===== src/verilog/pss_consts.svh =====
// constants for the sensor serial port
// Summary of operation
// - capture din and launch dout on rising sclk edges
// - frame is three high start bits, four setup bits, three low stops
// - setup picks pressure, temperature, words one/three or two/four
// - dout carries result or calibration data and conversion status
// - on conversions dout rises during the last stop bit
// - dout falling from high marks end of conversion
// - seventeen further clocks shift out the sixteen bit result
// - stopped sclk pauses readout; position is kept
// - the 21-bit reset pattern returns the port to idle anywhere
// - dout may toggle during reset; host ignores it
// - results are 16-bit values from 5000 to 37000
// - four 16-bit calibration words, 64 bits in all
`ifndef PSS_CONSTS_SVH
`define PSS_CONSTS_SVH
`define PSS_START_LAST   6'h02
`define PSS_SETUP_LAST   6'h03
`define PSS_STOP_LAST    6'h02
`define PSS_ACK_LAST     6'h01
`define PSS_RESULT_BITS  6'h10
`define PSS_CALIB_BITS   6'h20
`define PSS_CODE_PRESS   4'ha
`define PSS_CODE_TEMP    4'h9
`define PSS_CODE_W13     4'h5
`define PSS_CODE_W24     4'h6
`define PSS_RESET_PATTERN 21'h155540
`define PSS_RESULT_MIN   16'h1388
`define PSS_RESULT_MAX   16'h9088
`define PSS_CONV_TIME_MS 35
`define PSS_CONV_CLK_HZ  32768
`define PSS_CONV_TICKS (`PSS_CONV_TIME_MS * `PSS_CONV_CLK_HZ / 1000)
`define PSS_CALIB_ONE    16'h1234
`define PSS_CALIB_TWO    16'h5678
`define PSS_CALIB_THREE  16'h9abc
`define PSS_CALIB_FOUR   16'hdef0
`endif


===== src/verilog/pss_pkg.sv =====
// types of the sensor serial port
package pss_pkg;
    typedef enum logic [2:0] {
        PSS_IDLE   = 3'h0,
        PSS_SETUP  = 3'h1,
        PSS_STOP   = 3'h3,
        PSS_ACK    = 3'h2,
        PSS_CONV   = 3'h6,
        PSS_RESULT = 3'h7,
        PSS_CALIB  = 3'h5
    } pss_state_type;
endpackage


===== src/verilog/pss_serial_port.sv =====
// three-wire serial port of the pressure sensor
`timescale 1ns/1ns
`default_nettype none
`include "pss_consts.svh"
module pss_serial_port #(
    parameter logic [10:0] CONV_TICKS      = 11'(`PSS_CONV_TICKS),
    parameter logic [15:0] CALIB_WORD_ONE   = `PSS_CALIB_ONE,
    parameter logic [15:0] CALIB_WORD_TWO   = `PSS_CALIB_TWO,
    parameter logic [15:0] CALIB_WORD_THREE = `PSS_CALIB_THREE,
    parameter logic [15:0] CALIB_WORD_FOUR  = `PSS_CALIB_FOUR
) (
    input  wire logic        mclk,
    input  wire logic        rst_n,
    input  wire logic        sclk,
    input  wire logic        din,
    input  wire logic        conv_clk,
    input  wire logic [15:0] adc_sample,
    output logic             dout,
    output logic             adc_start,
    output logic             adc_temp
);
    import pss_pkg::*;

    logic          sclk_s1;
    logic          sclk_s2;
    logic          sclk_s3;
    logic          din_s1;
    logic          din_s2;
    logic          cclk_s1;
    logic          cclk_s2;
    logic          cclk_s3;
    logic [19:0]   hist;
    pss_state_type state;
    logic [5:0]    cnt;
    logic [3:0]    code;
    logic [10:0]   conv_cnt;
    logic [31:0]   shreg;
    logic          sclk_rise;
    logic          cclk_rise;
    logic          reset_hit;
    logic          is_conv;
    logic          is_calib;
    logic          stop_end;
    logic          conv_done;
    logic          conv_end;
    logic          res_end;
    logic          cal_end;
    logic [15:0]   clamped;

    // two-stage synchronisers, third stage for edge detection
    always_ff @(posedge mclk or negedge rst_n) begin
        if (!rst_n) begin
            sclk_s1 <= 1'b0;
            sclk_s2 <= 1'b0;
            sclk_s3 <= 1'b0;
            din_s1  <= 1'b0;
            din_s2  <= 1'b0;
            cclk_s1 <= 1'b0;
            cclk_s2 <= 1'b0;
            cclk_s3 <= 1'b0;
        end else begin
            sclk_s1 <= sclk;
            sclk_s2 <= sclk_s1;
            sclk_s3 <= sclk_s2;
            din_s1  <= din;
            din_s2  <= din_s1;
            cclk_s1 <= conv_clk;
            cclk_s2 <= cclk_s1;
            cclk_s3 <= cclk_s2;
        end
    end

    // edge strobes and frame decode
    assign sclk_rise = sclk_s2 & ~sclk_s3;
    assign cclk_rise = cclk_s2 & ~cclk_s3;
    assign reset_hit = sclk_rise &&
        ({hist, din_s2} == `PSS_RESET_PATTERN);
    assign is_conv  = (code == `PSS_CODE_PRESS) ||
                      (code == `PSS_CODE_TEMP);
    assign is_calib = (code == `PSS_CODE_W13) ||
                      (code == `PSS_CODE_W24);
    assign stop_end = sclk_rise && (state == PSS_STOP) &&
                      !din_s2 && (cnt == `PSS_STOP_LAST);
    assign conv_done = (conv_cnt == CONV_TICKS);
    assign conv_end  = (state == PSS_CONV) && conv_done;
    assign res_end  = sclk_rise && (state == PSS_RESULT) &&
                      (cnt == `PSS_RESULT_BITS);
    assign cal_end  = sclk_rise && (state == PSS_CALIB) &&
                      (cnt == `PSS_CALIB_BITS);

    // result limited to the converter's output span
    assign clamped = (adc_sample < `PSS_RESULT_MIN) ? `PSS_RESULT_MIN :
                     (adc_sample > `PSS_RESULT_MAX) ? `PSS_RESULT_MAX :
                     adc_sample;

    // history of din bits taken on rising sclk
    always_ff @(posedge mclk or negedge rst_n) begin
        if (!rst_n) begin
            hist <= 20'h00000;
        end else if (sclk_rise) begin
            hist <= {hist[18:0], din_s2};
        end
    end

    // protocol sequencer
    always_ff @(posedge mclk or negedge rst_n) begin
        if (!rst_n) begin
            state <= PSS_IDLE;
            cnt   <= 6'h00;
            code  <= 4'h0;
        end else if (reset_hit) begin
            state <= PSS_IDLE;
            cnt   <= 6'h00;
        end else begin
            unique case (state)
                PSS_IDLE: begin
                    if (sclk_rise) begin
                        if (!din_s2) begin
                            cnt <= 6'h00;
                        end else if (cnt == `PSS_START_LAST) begin
                            state <= PSS_SETUP;
                            cnt   <= 6'h00;
                        end else begin
                            cnt <= cnt + 6'h01;
                        end
                    end
                end
                PSS_SETUP: begin
                    if (sclk_rise) begin
                        code <= {code[2:0], din_s2};
                        if (cnt == `PSS_SETUP_LAST) begin
                            state <= PSS_STOP;
                            cnt   <= 6'h00;
                        end else begin
                            cnt <= cnt + 6'h01;
                        end
                    end
                end
                PSS_STOP: begin
                    if (sclk_rise) begin
                        cnt <= 6'h00;
                        if (din_s2) begin
                            state <= PSS_IDLE; // broken stop
                        end else if (cnt != `PSS_STOP_LAST) begin
                            cnt <= cnt + 6'h01;
                        end else if (is_conv) begin
                            state <= PSS_ACK;
                        end else if (is_calib) begin
                            state <= PSS_CALIB;
                        end else begin
                            state <= PSS_IDLE;
                        end
                    end
                end
                PSS_ACK: begin
                    if (sclk_rise) begin
                        if (cnt == `PSS_ACK_LAST) begin
                            state <= PSS_CONV;
                            cnt   <= 6'h00;
                        end else begin
                            cnt <= cnt + 6'h01;
                        end
                    end
                end
                PSS_CONV: begin
                    if (conv_done) begin
                        state <= PSS_RESULT;
                        cnt   <= 6'h00;
                    end
                end
                PSS_RESULT: begin
                    if (res_end) begin
                        state <= PSS_IDLE;
                        cnt   <= 6'h00;
                    end else if (sclk_rise) begin
                        cnt <= cnt + 6'h01;
                    end
                end
                PSS_CALIB: begin
                    if (cal_end) begin
                        state <= PSS_IDLE;
                        cnt   <= 6'h00;
                    end else if (sclk_rise) begin
                        cnt <= cnt + 6'h01;
                    end
                end
                default: begin
                    state <= PSS_IDLE;
                    cnt   <= 6'h00;
                end
            endcase
        end
    end

    // conversion timing on the slow conversion clock
    always_ff @(posedge mclk or negedge rst_n) begin
        if (!rst_n) begin
            conv_cnt  <= 11'h000;
            adc_start <= 1'b0;
            adc_temp  <= 1'b0;
        end else begin
            adc_start <= 1'b0;
            if (stop_end && is_conv && !reset_hit) begin
                conv_cnt  <= 11'h000;
                adc_start <= 1'b1;
                adc_temp  <= (code == `PSS_CODE_TEMP);
            end else if ((state == PSS_ACK || state == PSS_CONV) &&
                         cclk_rise && !conv_done) begin
                conv_cnt <= conv_cnt + 11'h001;
            end
        end
    end

    // output shifter and status on dout
    always_ff @(posedge mclk or negedge rst_n) begin
        if (!rst_n) begin
            dout  <= 1'b0;
            shreg <= 32'h00000000;
        end else if (reset_hit) begin
            dout <= 1'b0;
        end else if (stop_end && is_conv) begin
            dout <= 1'b1;
        end else if (stop_end && is_calib) begin
            if (code == `PSS_CODE_W13) begin
                shreg <= {CALIB_WORD_ONE, CALIB_WORD_THREE};
            end else begin
                shreg <= {CALIB_WORD_TWO, CALIB_WORD_FOUR};
            end
        end else if (conv_end) begin
            dout  <= 1'b0;
            shreg <= {clamped, 16'h0000};
        end else if (res_end || cal_end) begin
            dout <= 1'b0;
        end else if (sclk_rise &&
                     (state == PSS_RESULT || state == PSS_CALIB)) begin
            dout  <= shreg[31];
            shreg <= {shreg[30:0], 1'b0};
        end
    end
endmodule
`default_nettype wire


===== config.mk =====
export PLATFORM = sky130hd
export DESIGN_NAME = pss_serial_port
export DESIGN_NICKNAME = d
export VERILOG_FILES = /design/src/verilog/pss_pkg.sv /design/src/verilog/pss_serial_port.sv
export VERILOG_INCLUDE_DIRS = /design/src /design/src/verilog
export SDC_FILE = /design/constraint.sdc
export NUM_CORES = 1
export LEC_CHECK = 0
export ABC_AREA = 1
export ABC_CLOCK_PERIOD_IN_PS = 2100
export BUFFER_PORTS_ARGS = -buffer_cell sky130_fd_sc_hd__buf_2
export CORE_MARGIN = 2
export CORE_UTILIZATION = 61
export CTS_CLUSTER_SIZE = 30
export DETAILED_ROUTE_END_ITERATION = 8
export PLACE_DENSITY = 0.87
export SLEW_MARGIN = 15
export SYNTH_ARGS = -nofsm -noshare
export SYNTH_HDL_FRONTEND = slang
export SYNTH_SLANG_ARGS = --single-unit

===== constraint.sdc =====
create_clock -name mclk -period 2.1 [get_ports mclk]
set_clock_uncertainty 0.05 [all_clocks]
set_input_delay 0.105 -clock mclk [delete_from_list [all_inputs] [get_ports mclk]]
set_output_delay 0.105 -clock mclk [all_outputs]
set_load 0.02 [all_outputs]

==> impl_summary.txt, run 1 <==
----------------------------------------------------
[Power and ir drop]
  Power spent charging and discharging nets ... 1.74 mW
  Seq pwr share ... around 46%
  Largest vdd supply drop ... between 0.0005 and 0.0006 V
  Internal power component ... approximately 3.1 mW
  Power density relative to cell area ... 907 nW/um^2
  Combinational share of power ... ~28%
  Switch share ... a little over a third
  Clk pwr share ... between 20% and 30%
  P_leak ... 2.77 nW

[Floorplan]
  Initial Utilization ... ~62%
  Num rows ... 32
  Total Die Area ... about 8500 um^2
  Number of top-level design ports ... 24
  Die width ... a little over 90 um
  Vertical extent of the die ... between 90 and 100 um
  Placeable core area ... approximately 7600 um^2

[Critical path]
  Setup crit start kind ... flip-flop
  Most Frequent Cell on Critical Path ... sky130_fd_sc_hd__nand2_1
  Sort of element at the end of the critical path ... flip-flop
  Arr. time, crit path ... around 2.2 ns
  CP max stage cell ... sky130_fd_sc_hd__dfrtp_1
  Maximum net fanout on the critical path ... 12
  Buffering stage count on the worst path with inverters included ... 2
  Cell type group with the largest total delay on the critical path ... simple AND/OR/NAND/NOR gates
  Worst path cell trace ... inv_1 -> ha_1 -> nand2_1 -> nor2_2 -> nand3_1 -> nand3_2 -> nand3_4 -> buf_4 -> nand2_1 -> a21boi_1
  Longest individual stage delay on the worst path ... between 0.4 and 0.5 ns
  Data required time at the worst endpoint ... between 2 and 2.5 ns
  Type of the setup path with the least slack ... reg2reg

[Drt]
  Routed met1 length ... about 4700 um
  DR DRC count ... 0
  Number of nets with antenna violations after detailed routing ... 0
  Routed vias ... ~4.5k
  Initial DRT Pass Iterations ... 5
  Amount of wire on met2 after detailed routing ... about 5300 um
  WL final ... approximately 11000 um
  First-iteration detailed-routing DRC count ... between 300 and 400
  Highest metal layer with signal wires ... met4
  Wire length on met3 ... around 700 um
  Detail-routed net length per standard cell ... between 10 and 15 um
  Vias per cell ... 5.46

[STA]
  Relative slew slack ... about three fifths
  Worst-margin pin slew ... between 0.5 and 0.6 ns
  Final worst slack ... 0.116 ns
  Final slew viol count ... 0
  Achievable clock frequency ... slightly above 500 MHz
  Min Tclk post-route ... between 1.5 and 2 ns
  Final worst path period share ... 94.5%
  Final setup violating endpoints ... 0
  Final hold vios ... 0

[Synthesis]
  Number of enable flip-flop cells after synthesis ... 0
  Portion of the post-synthesis area used by sequential elements ... 44.9%
  Synth async-reset ratio ... 100%
  Predominant post-synthesis flop cell ... sky130_fd_sc_hd__dfrtp_1
  List of most frequent post-synthesis cells ... 243 x sky130_fd_sc_hd__nand2_1, 85 x sky130_fd_sc_hd__dfrtp_1, 73 x sky130_fd_sc_hd__nor2_1
  Number of instances in the synthesized netlist ... around 670
  Net count after synthesis ... between 600 and 700
  Post-synth top area share ... between 40 and 50%
  Avg Synthesized Cell Area ... ~7.1 um^2
  Biggest area contributors in the synthesized netlist ... sky130_fd_sc_hd__dfrtp_1 45%, sky130_fd_sc_hd__nand2_1 19%, sky130_fd_sc_hd__nor2_1 5.8%
  Most numerous cell in the Yosys netlist ... sky130_fd_sc_hd__nand2_1
  Number of distinct library cell variants in the gate-level netlist after synthesis ... 34
  Synth Warn # ... 0
  Synth Register Bits ... 85
  Post-Syn Area ... between 4000 and 5000 um^2
  Most area-hungry cell type in the Yosys netlist ... sky130_fd_sc_hd__dfrtp_1

[Hold path]
  Hold/Removal Path Class ... in2reg

[CTS]
  Clk Latency, worst-skew pair ... between 0.3 and 0.4 ns
  Clock root buffer master ... sky130_fd_sc_hd__clkbuf_8
  Number of H-tree levels ... 3
  Total clock sinks ... between 80 and 90
  TritonCTS clock tree ... done
  Number of buffers on the longest clock path ... 2
  Worst-path clk slew ... ~0.090 ns
  Number of clock buffers inserted by TritonCTS ... 9

[Run]
  Max Cap Violations ... 0

[GRT]
  Maximum number of pins on one net before global-route repair ... 45
  Global-route wire length before repair ... roughly 18000 um
  Initial antenna violation count ... 0
  Number of global-route vias before repair ... around 4.3k
  Final global-route overflow total ... 0
  Global router's overall resource usage ... between 20% and 30%

[Placed design]
  Area of placed instances ... 5010 um^2
  Routability congestion estimate ... between 0.9 and 1
  Half-perimeter wire length after detailed placement ... approximately 7600 um
  Port Buf Inserts ... 23
  Pre-CTS setup slack ... -0.0151 ns

[Outcome]
  Status ... complete, no violations

[Finish]
  Final-stage net count ... around 740
  Cell area after layout ... roughly 5400 um^2
  Util after Layout ... 70.6%
  Fraction of layout cells with a size suffix above 1 ... between 10% and 20%
  Area growth from synthesis to layout ... 13.4%
  Antenna Diode Count ... 0

----------------------------------------------------
[tightest hold or removal path, stage by stage]
cell and delay (ns):
sky130_fd_sc_hd__buf_2 0.10, sky130_fd_sc_hd__nand3_1 0.08, sky130_fd_sc_hd__nand2_1 0.06, sky130_fd_sc_hd__nand2_1 0.05, sky130_fd_sc_hd__nand2_1 0.05
[placed cells by master, fill, tap and decap left out, types with 3 or more instances in the layout]
cell                            instances
sky130_fd_sc_hd__dlygate4sd3_1          4
sky130_fd_sc_hd__inv_1                 66
sky130_fd_sc_hd__or2_2                  5
sky130_fd_sc_hd__buf_4                 18
sky130_fd_sc_hd__dfrtp_1               85
sky130_fd_sc_hd__o21ai_1                5
sky130_fd_sc_hd__nor2_4                 4
sky130_fd_sc_hd__nand3_1               45
sky130_fd_sc_hd__ha_1                   6
sky130_fd_sc_hd__a21oi_1               14
sky130_fd_sc_hd__nand4_1               17
sky130_fd_sc_hd__clkinvlp_4             3
sky130_fd_sc_hd__xor2_1                 4
sky130_fd_sc_hd__nor2_1                70
sky130_fd_sc_hd__o21ai_0               41
sky130_fd_sc_hd__nand2_1              242
sky130_fd_sc_hd__nor3_1                 7
sky130_fd_sc_hd__nand2_2                5
sky130_fd_sc_hd__inv_2                  8
sky130_fd_sc_hd__buf_2                 22
sky130_fd_sc_hd__clkbuf_8               9
sky130_fd_sc_hd__nor2_2                11
[per-layer routing]
layer / vias to the layer above / global-route usage [%]
li1: 2191 / -
met1: 2056 / 33.2
met2: 183 / 45.2
met3: 31 / 6.98
met4: 0 / 9.95
met5: - / 0
[registers in the layout, summed over array words and instances, names as in the netlist, 3 cells and up]
signal    count
cnt           6
code          4
conv_cnt     11
hist         20
shreg        30
state         3
[metrics by stage]
| stage | setup TNS, ns | power [mW] | hold WS (ns) | cells |
|---|---|---|---|---|
| 6_report | 0 | 4.87 | 0.0640 | 817 |
| 5_1_grt | -0.00280 | 5.23 | 0.0616 | 817 |
| 3_5_place_dp | -0.0151 | 3.56 | 0.0880 | 790 |
| 3_3_place_gp | 0 | 3.48 | 0.0790 | 790 |
| 4_1_cts | 0 | 4.84 | 0.0435 | 809 |
| 2_1_floorplan | 0 | 3.18 | -0.241 | 665 |
[logic make-up after synthesis]
family | Yosys count | synth area share (%)
AO/OA/AOI/OAI | 67 | 7.48
XOR/XNOR | 4 | 0.740
adder cells (fa/ha/maj) | 6 | 1.59
buffers and inverters | 89 | 7.58
flip-flops | 85 | 44.9
AND/OR/NAND/NOR | 414 | 37.7
[layout make-up]
class	instances	area (um^2)
clock buffer	10	128
clock inverter	5	85.1
fill	583	2240
inverter	75	285
multi-input combinational	493	2290
sequential	85	2130
tap	102	128
timing repair buffer	46	317
timing repair inverter	1	7.51
[timing repair]
item,CTS,global route
endpoints found under the hold margin,44,0
cloned,0,3
pin swaps,0,4
gates resized for setup,3,8
setup buffers,0,5
hold buffers,4,0
setup endpoints to repair,12,45
[worst paths after layout]
kind / depth (start not counted) / endpoint / slack, ns / from
max in group asynchronous: 3 / hist[7] / 1.10 / rst_n
max reg2reg: 10 / shreg[15] / 0.12 / cnt[0]
max: 10 / shreg[15] / 0.12 / cnt[0]
min: 5 / shreg[27] / 0.06 / adc_sample[11]
min in group asynchronous: 2 / hist[9] / 0.24 / rst_n
min reg2reg: 0 / sclk_s2 / 0.30 / sclk_s1
[power by group through the flow]
stage / Clock, mW / Sequential, mW / Combinational [mW]
4_1_cts: 1.28 / 2.22 / 1.34
3_3_place_gp: 0 / 2.23 / 1.25
5_1_grt: 1.35 / 2.27 / 1.60
3_5_place_dp: 0 / 2.25 / 1.31
2_1_floorplan: 0 / 2.20 / 0.982
6_report: 1.25 / 2.24 / 1.38
No activity file was read; power rests on OpenSTA's default activity.
==> inputs of run 2 (changes only) <==
--- a/config.mk
+++ b/config.mk
@@ -11,9 +11,9 @@
 export BUFFER_PORTS_ARGS = -buffer_cell sky130_fd_sc_hd__buf_2
 export CORE_MARGIN = 2
 export CORE_UTILIZATION = 61
-export CTS_CLUSTER_SIZE = 30
 export DETAILED_ROUTE_END_ITERATION = 8
 export PLACE_DENSITY = 0.87
+export RECOVER_POWER = 25
 export SLEW_MARGIN = 15
 export SYNTH_ARGS = -nofsm -noshare
 export SYNTH_HDL_FRONTEND = slang
==> run 2 against run 1 <==
Effect of this change: maximum frequency about the same; flip-flop and latch count stayed put; register-to-register slack about the same; total power hardly changed; routed wire length about the same; via count fell by 0.11%; critical path type unchanged; highest routed layer unchanged.
==> impl_summary.txt, run 2 (synthesis gave the netlist of run 1 again) <==
----------------------------------------------------
[Critical path]
  Number of cell instances on the worst register-to-register path ... 10
  Data required time at the worst endpoint ... 2.33 ns
  Reg2reg end ... shreg[15]
  Flop2flop setup slack ... between 0.1 and 0.15 ns
  CP max stage cell ... sky130_fd_sc_hd__dfrtp_1
  Type of the setup path with the least slack ... reg2reg
  Maximum net fanout on the critical path ... 12
  Setup crit start kind ... flip-flop
  Longest individual stage delay on the worst path ... about 0.43 ns
  Arr. time, crit path ... 2.21 ns
  Cell type group with the largest total delay on the critical path ... simple AND/OR/NAND/NOR gates
  Buffering stage count on the worst path with inverters included ... 2
  Worst path cell trace ... inv_1 -> ha_1 -> nand2_1 -> nor2_2 -> nand3_1 -> nand3_2 -> nand3_4 -> buf_4 -> nand2_1 -> a21boi_1
  Sort of element at the end of the critical path ... flip-flop
  Most Frequent Cell on Critical Path ... sky130_fd_sc_hd__nand2_1
  Start of the worst register-to-register path ... cnt[0]

[CTS]
  Number of clock buffers inserted by TritonCTS ... 9
  Total clock sinks ... 85
  Number of buffers on the longest clock path ... 2
  Number of H-tree levels ... 3
  Worst-path clk slew ... ~0.09 ns
  Clk Latency, worst-skew pair ... ~0.36 ns
  TritonCTS clock tree ... done
  Clock root buffer master ... sky130_fd_sc_hd__clkbuf_8

[GRT]
  Final global-route overflow total ... 0
  Initial antenna violation count ... 0
  Maximum number of pins on one net before global-route repair ... 45
  Global router's overall resource usage ... between 20% and 30%
  Number of global-route vias before repair ... between 4k and 5k
  Most used routing layer in global routing ... met2
  Global-route wire length before repair ... 18200 um
  Grt met2 use ... around 45%
  Met1 demand-to-capacity share in global routing ... between 30% and 40%
  Met3 Use GR ... 6.98%

[Finish]
  Final-stage net count ... ~740
  Most common library cell in the layout ignoring fill and taps ... sky130_fd_sc_hd__nand2_1
  Fraction of layout cells with a size suffix above 1 ... between 10% and 20%
  Combined flip-flop and latch cell area ... 2130 um^2
  Max FFs per register ... 30
  Footprint of the multi-input gates ... 2290 um^2
  Area growth from synthesis to layout ... 13.3%
  Util after Layout ... 70.5%
  Antenna Diode Count ... 0
  Largest register by flop count ... shreg
  Largest registers ... shreg x30, hist x20, conv_cnt x11
  Count of filler cells inserted in the layout ... ~580
  Highest-count cells in the layout ignoring fill and taps ... 242 x sky130_fd_sc_hd__nand2_1, 85 x sky130_fd_sc_hd__dfrtp_1, 70 x sky130_fd_sc_hd__nor2_1

[STA]
  Final worst path period share ... 94.5%
  Worst hold slack ... ~0.064 ns
  Worst-margin pin slew ... approximately 1.1 ns
  Final worst slack ... roughly 0.12 ns
  Relative slew slack ... around 25%
  Final setup violating endpoints ... 0
  Min Tclk post-route ... about 2 ns
  Achievable clock frequency ... ~500 MHz
  Final hold vios ... 0
  Final slew viol count ... 0

[Drt]
  Vias per cell ... 5.45
  Initial DRT Pass Iterations ... 5
  WL final ... 10900 um
  Number of nets with antenna violations after detailed routing ... 0
  First-iteration detailed-routing DRC count ... 330
  Routed vias ... 4456
  Detail-routed net length per standard cell ... around 13 um
  DR DRC count ... 0

[Placed design]
  Port Buf Inserts ... 23
  Pre-CTS setup slack ... -0.0151 ns
  Half-perimeter wire length after detailed placement ... ~7600 um
  Routability congestion estimate ... 0.952

[Hold path]
  Origin of the worst min-delay path ... adc_sample[11]
  Hold/Removal Path Class ... in2reg
  Hold worst-path end ... shreg[27]
  Number of stages on the worst hold path ... 5

[Power and ir drop]
  Power density relative to cell area ... 908 nW/um^2
  P_leak ... 2.77 nW
  Largest vdd supply drop ... approximately 0.00056 V

[Floorplan]
  Initial Utilization ... approximately 62%
  Number of top-level design ports ... 24
  Placeable core area ... 7610 um^2
  Vertical extent of the die ... 92.1 um
  Num rows ... 32
  Total Die Area ... between 8000 and 9000 um^2
  Die width ... between 90 and 100 um

[Outcome]
  Status ... complete, no violations

[Run]
  Max Cap Violations ... 0

----------------------------------------------------
run 2: worst reg2reg max path, cell delays in order, from the launching register on:
cell and delay, ns:
sky130_fd_sc_hd__dfrtp_1 0.43, sky130_fd_sc_hd__inv_1 0.13, sky130_fd_sc_hd__ha_1 0.16, sky130_fd_sc_hd__nand2_1 0.07, sky130_fd_sc_hd__nor2_2 0.18, sky130_fd_sc_hd__nand3_1 0.14, sky130_fd_sc_hd__nand3_2 0.14, sky130_fd_sc_hd__nand3_4 0.18
sky130_fd_sc_hd__buf_4 0.21, sky130_fd_sc_hd__nand2_1 0.05, sky130_fd_sc_hd__a21boi_1 0.17
run 2: metal layers:
layer,wire (um),vias up
met5,0,-
met4,246,0
met3,699,29
met2,5350,181
met1,4650,2056
li1,-,2190
run 2: cell type report:
| class | count | share of cell area (%) |
|---|---|---|
| well taps | 102 | 2.38 |
| clock buffers | 10 | 2.38 |
| clock inverters | 5 | 1.59 |
| repair inverters | 1 | 0.140 |
| repair buffers | 46 | 5.85 |
| flip-flops and latches | 85 | 39.6 |
| inverters | 75 | 5.32 |
| multi-input cells | 493 | 42.7 |
run 2: stage by stage:
| step | setup TNS (ns) | instances | power, mW | instance area [um^2] |
|---|---|---|---|---|
| after floorplan | 0 | 665 | 3.18 | 4730 |
| after global placement | 0 | 790 | 3.48 | 5010 |
| after detailed placement | -0.0151 | 790 | 3.56 | 5010 |
| after CTS | 0 | 809 | 4.84 | 5270 |
| after global routing | -0.00280 | 817 | 5.22 | 5370 |
| final | 0 | 817 | 4.87 | 5370 |
run 2: power by group:
part,leakage [nW],internal [mW],switching [mW]
logic,1.60,0.494,0.884
registers,1.07,1.96,0.276
clock network,0.103,0.670,0.584
run 2: timing repair:
| action | 4_1_cts | 5_1_grt |
|---|---|---|
| endpoints found under the setup margin | 12 | 45 |
| setup buffers | 0 | 5 |
| hold buffers | 4 | 0 |
| hold endpoints to repair | 44 | 0 |
| cloned | 0 | 3 |
| resized for setup | 3 | 8 |
| pin swaps | 0 | 4 |
run 2: worst max-delay path by stage:
stage	cells past startpoint	slack (ns)	start	endpoint
2_1_floorplan	10	0.38	conv_cnt[0]	shreg[26]
3_3_place_gp	13	0.12	conv_cnt[0]	shreg[30]
3_5_place_dp	11	-0.02	conv_cnt[0]	shreg[17]
4_1_cts	13	0.03	conv_cnt[0]	shreg[30]
5_1_grt	9	-0.003	conv_cnt[0]	shreg[31]
6_report	10	0.12	cnt[0]	shreg[15]
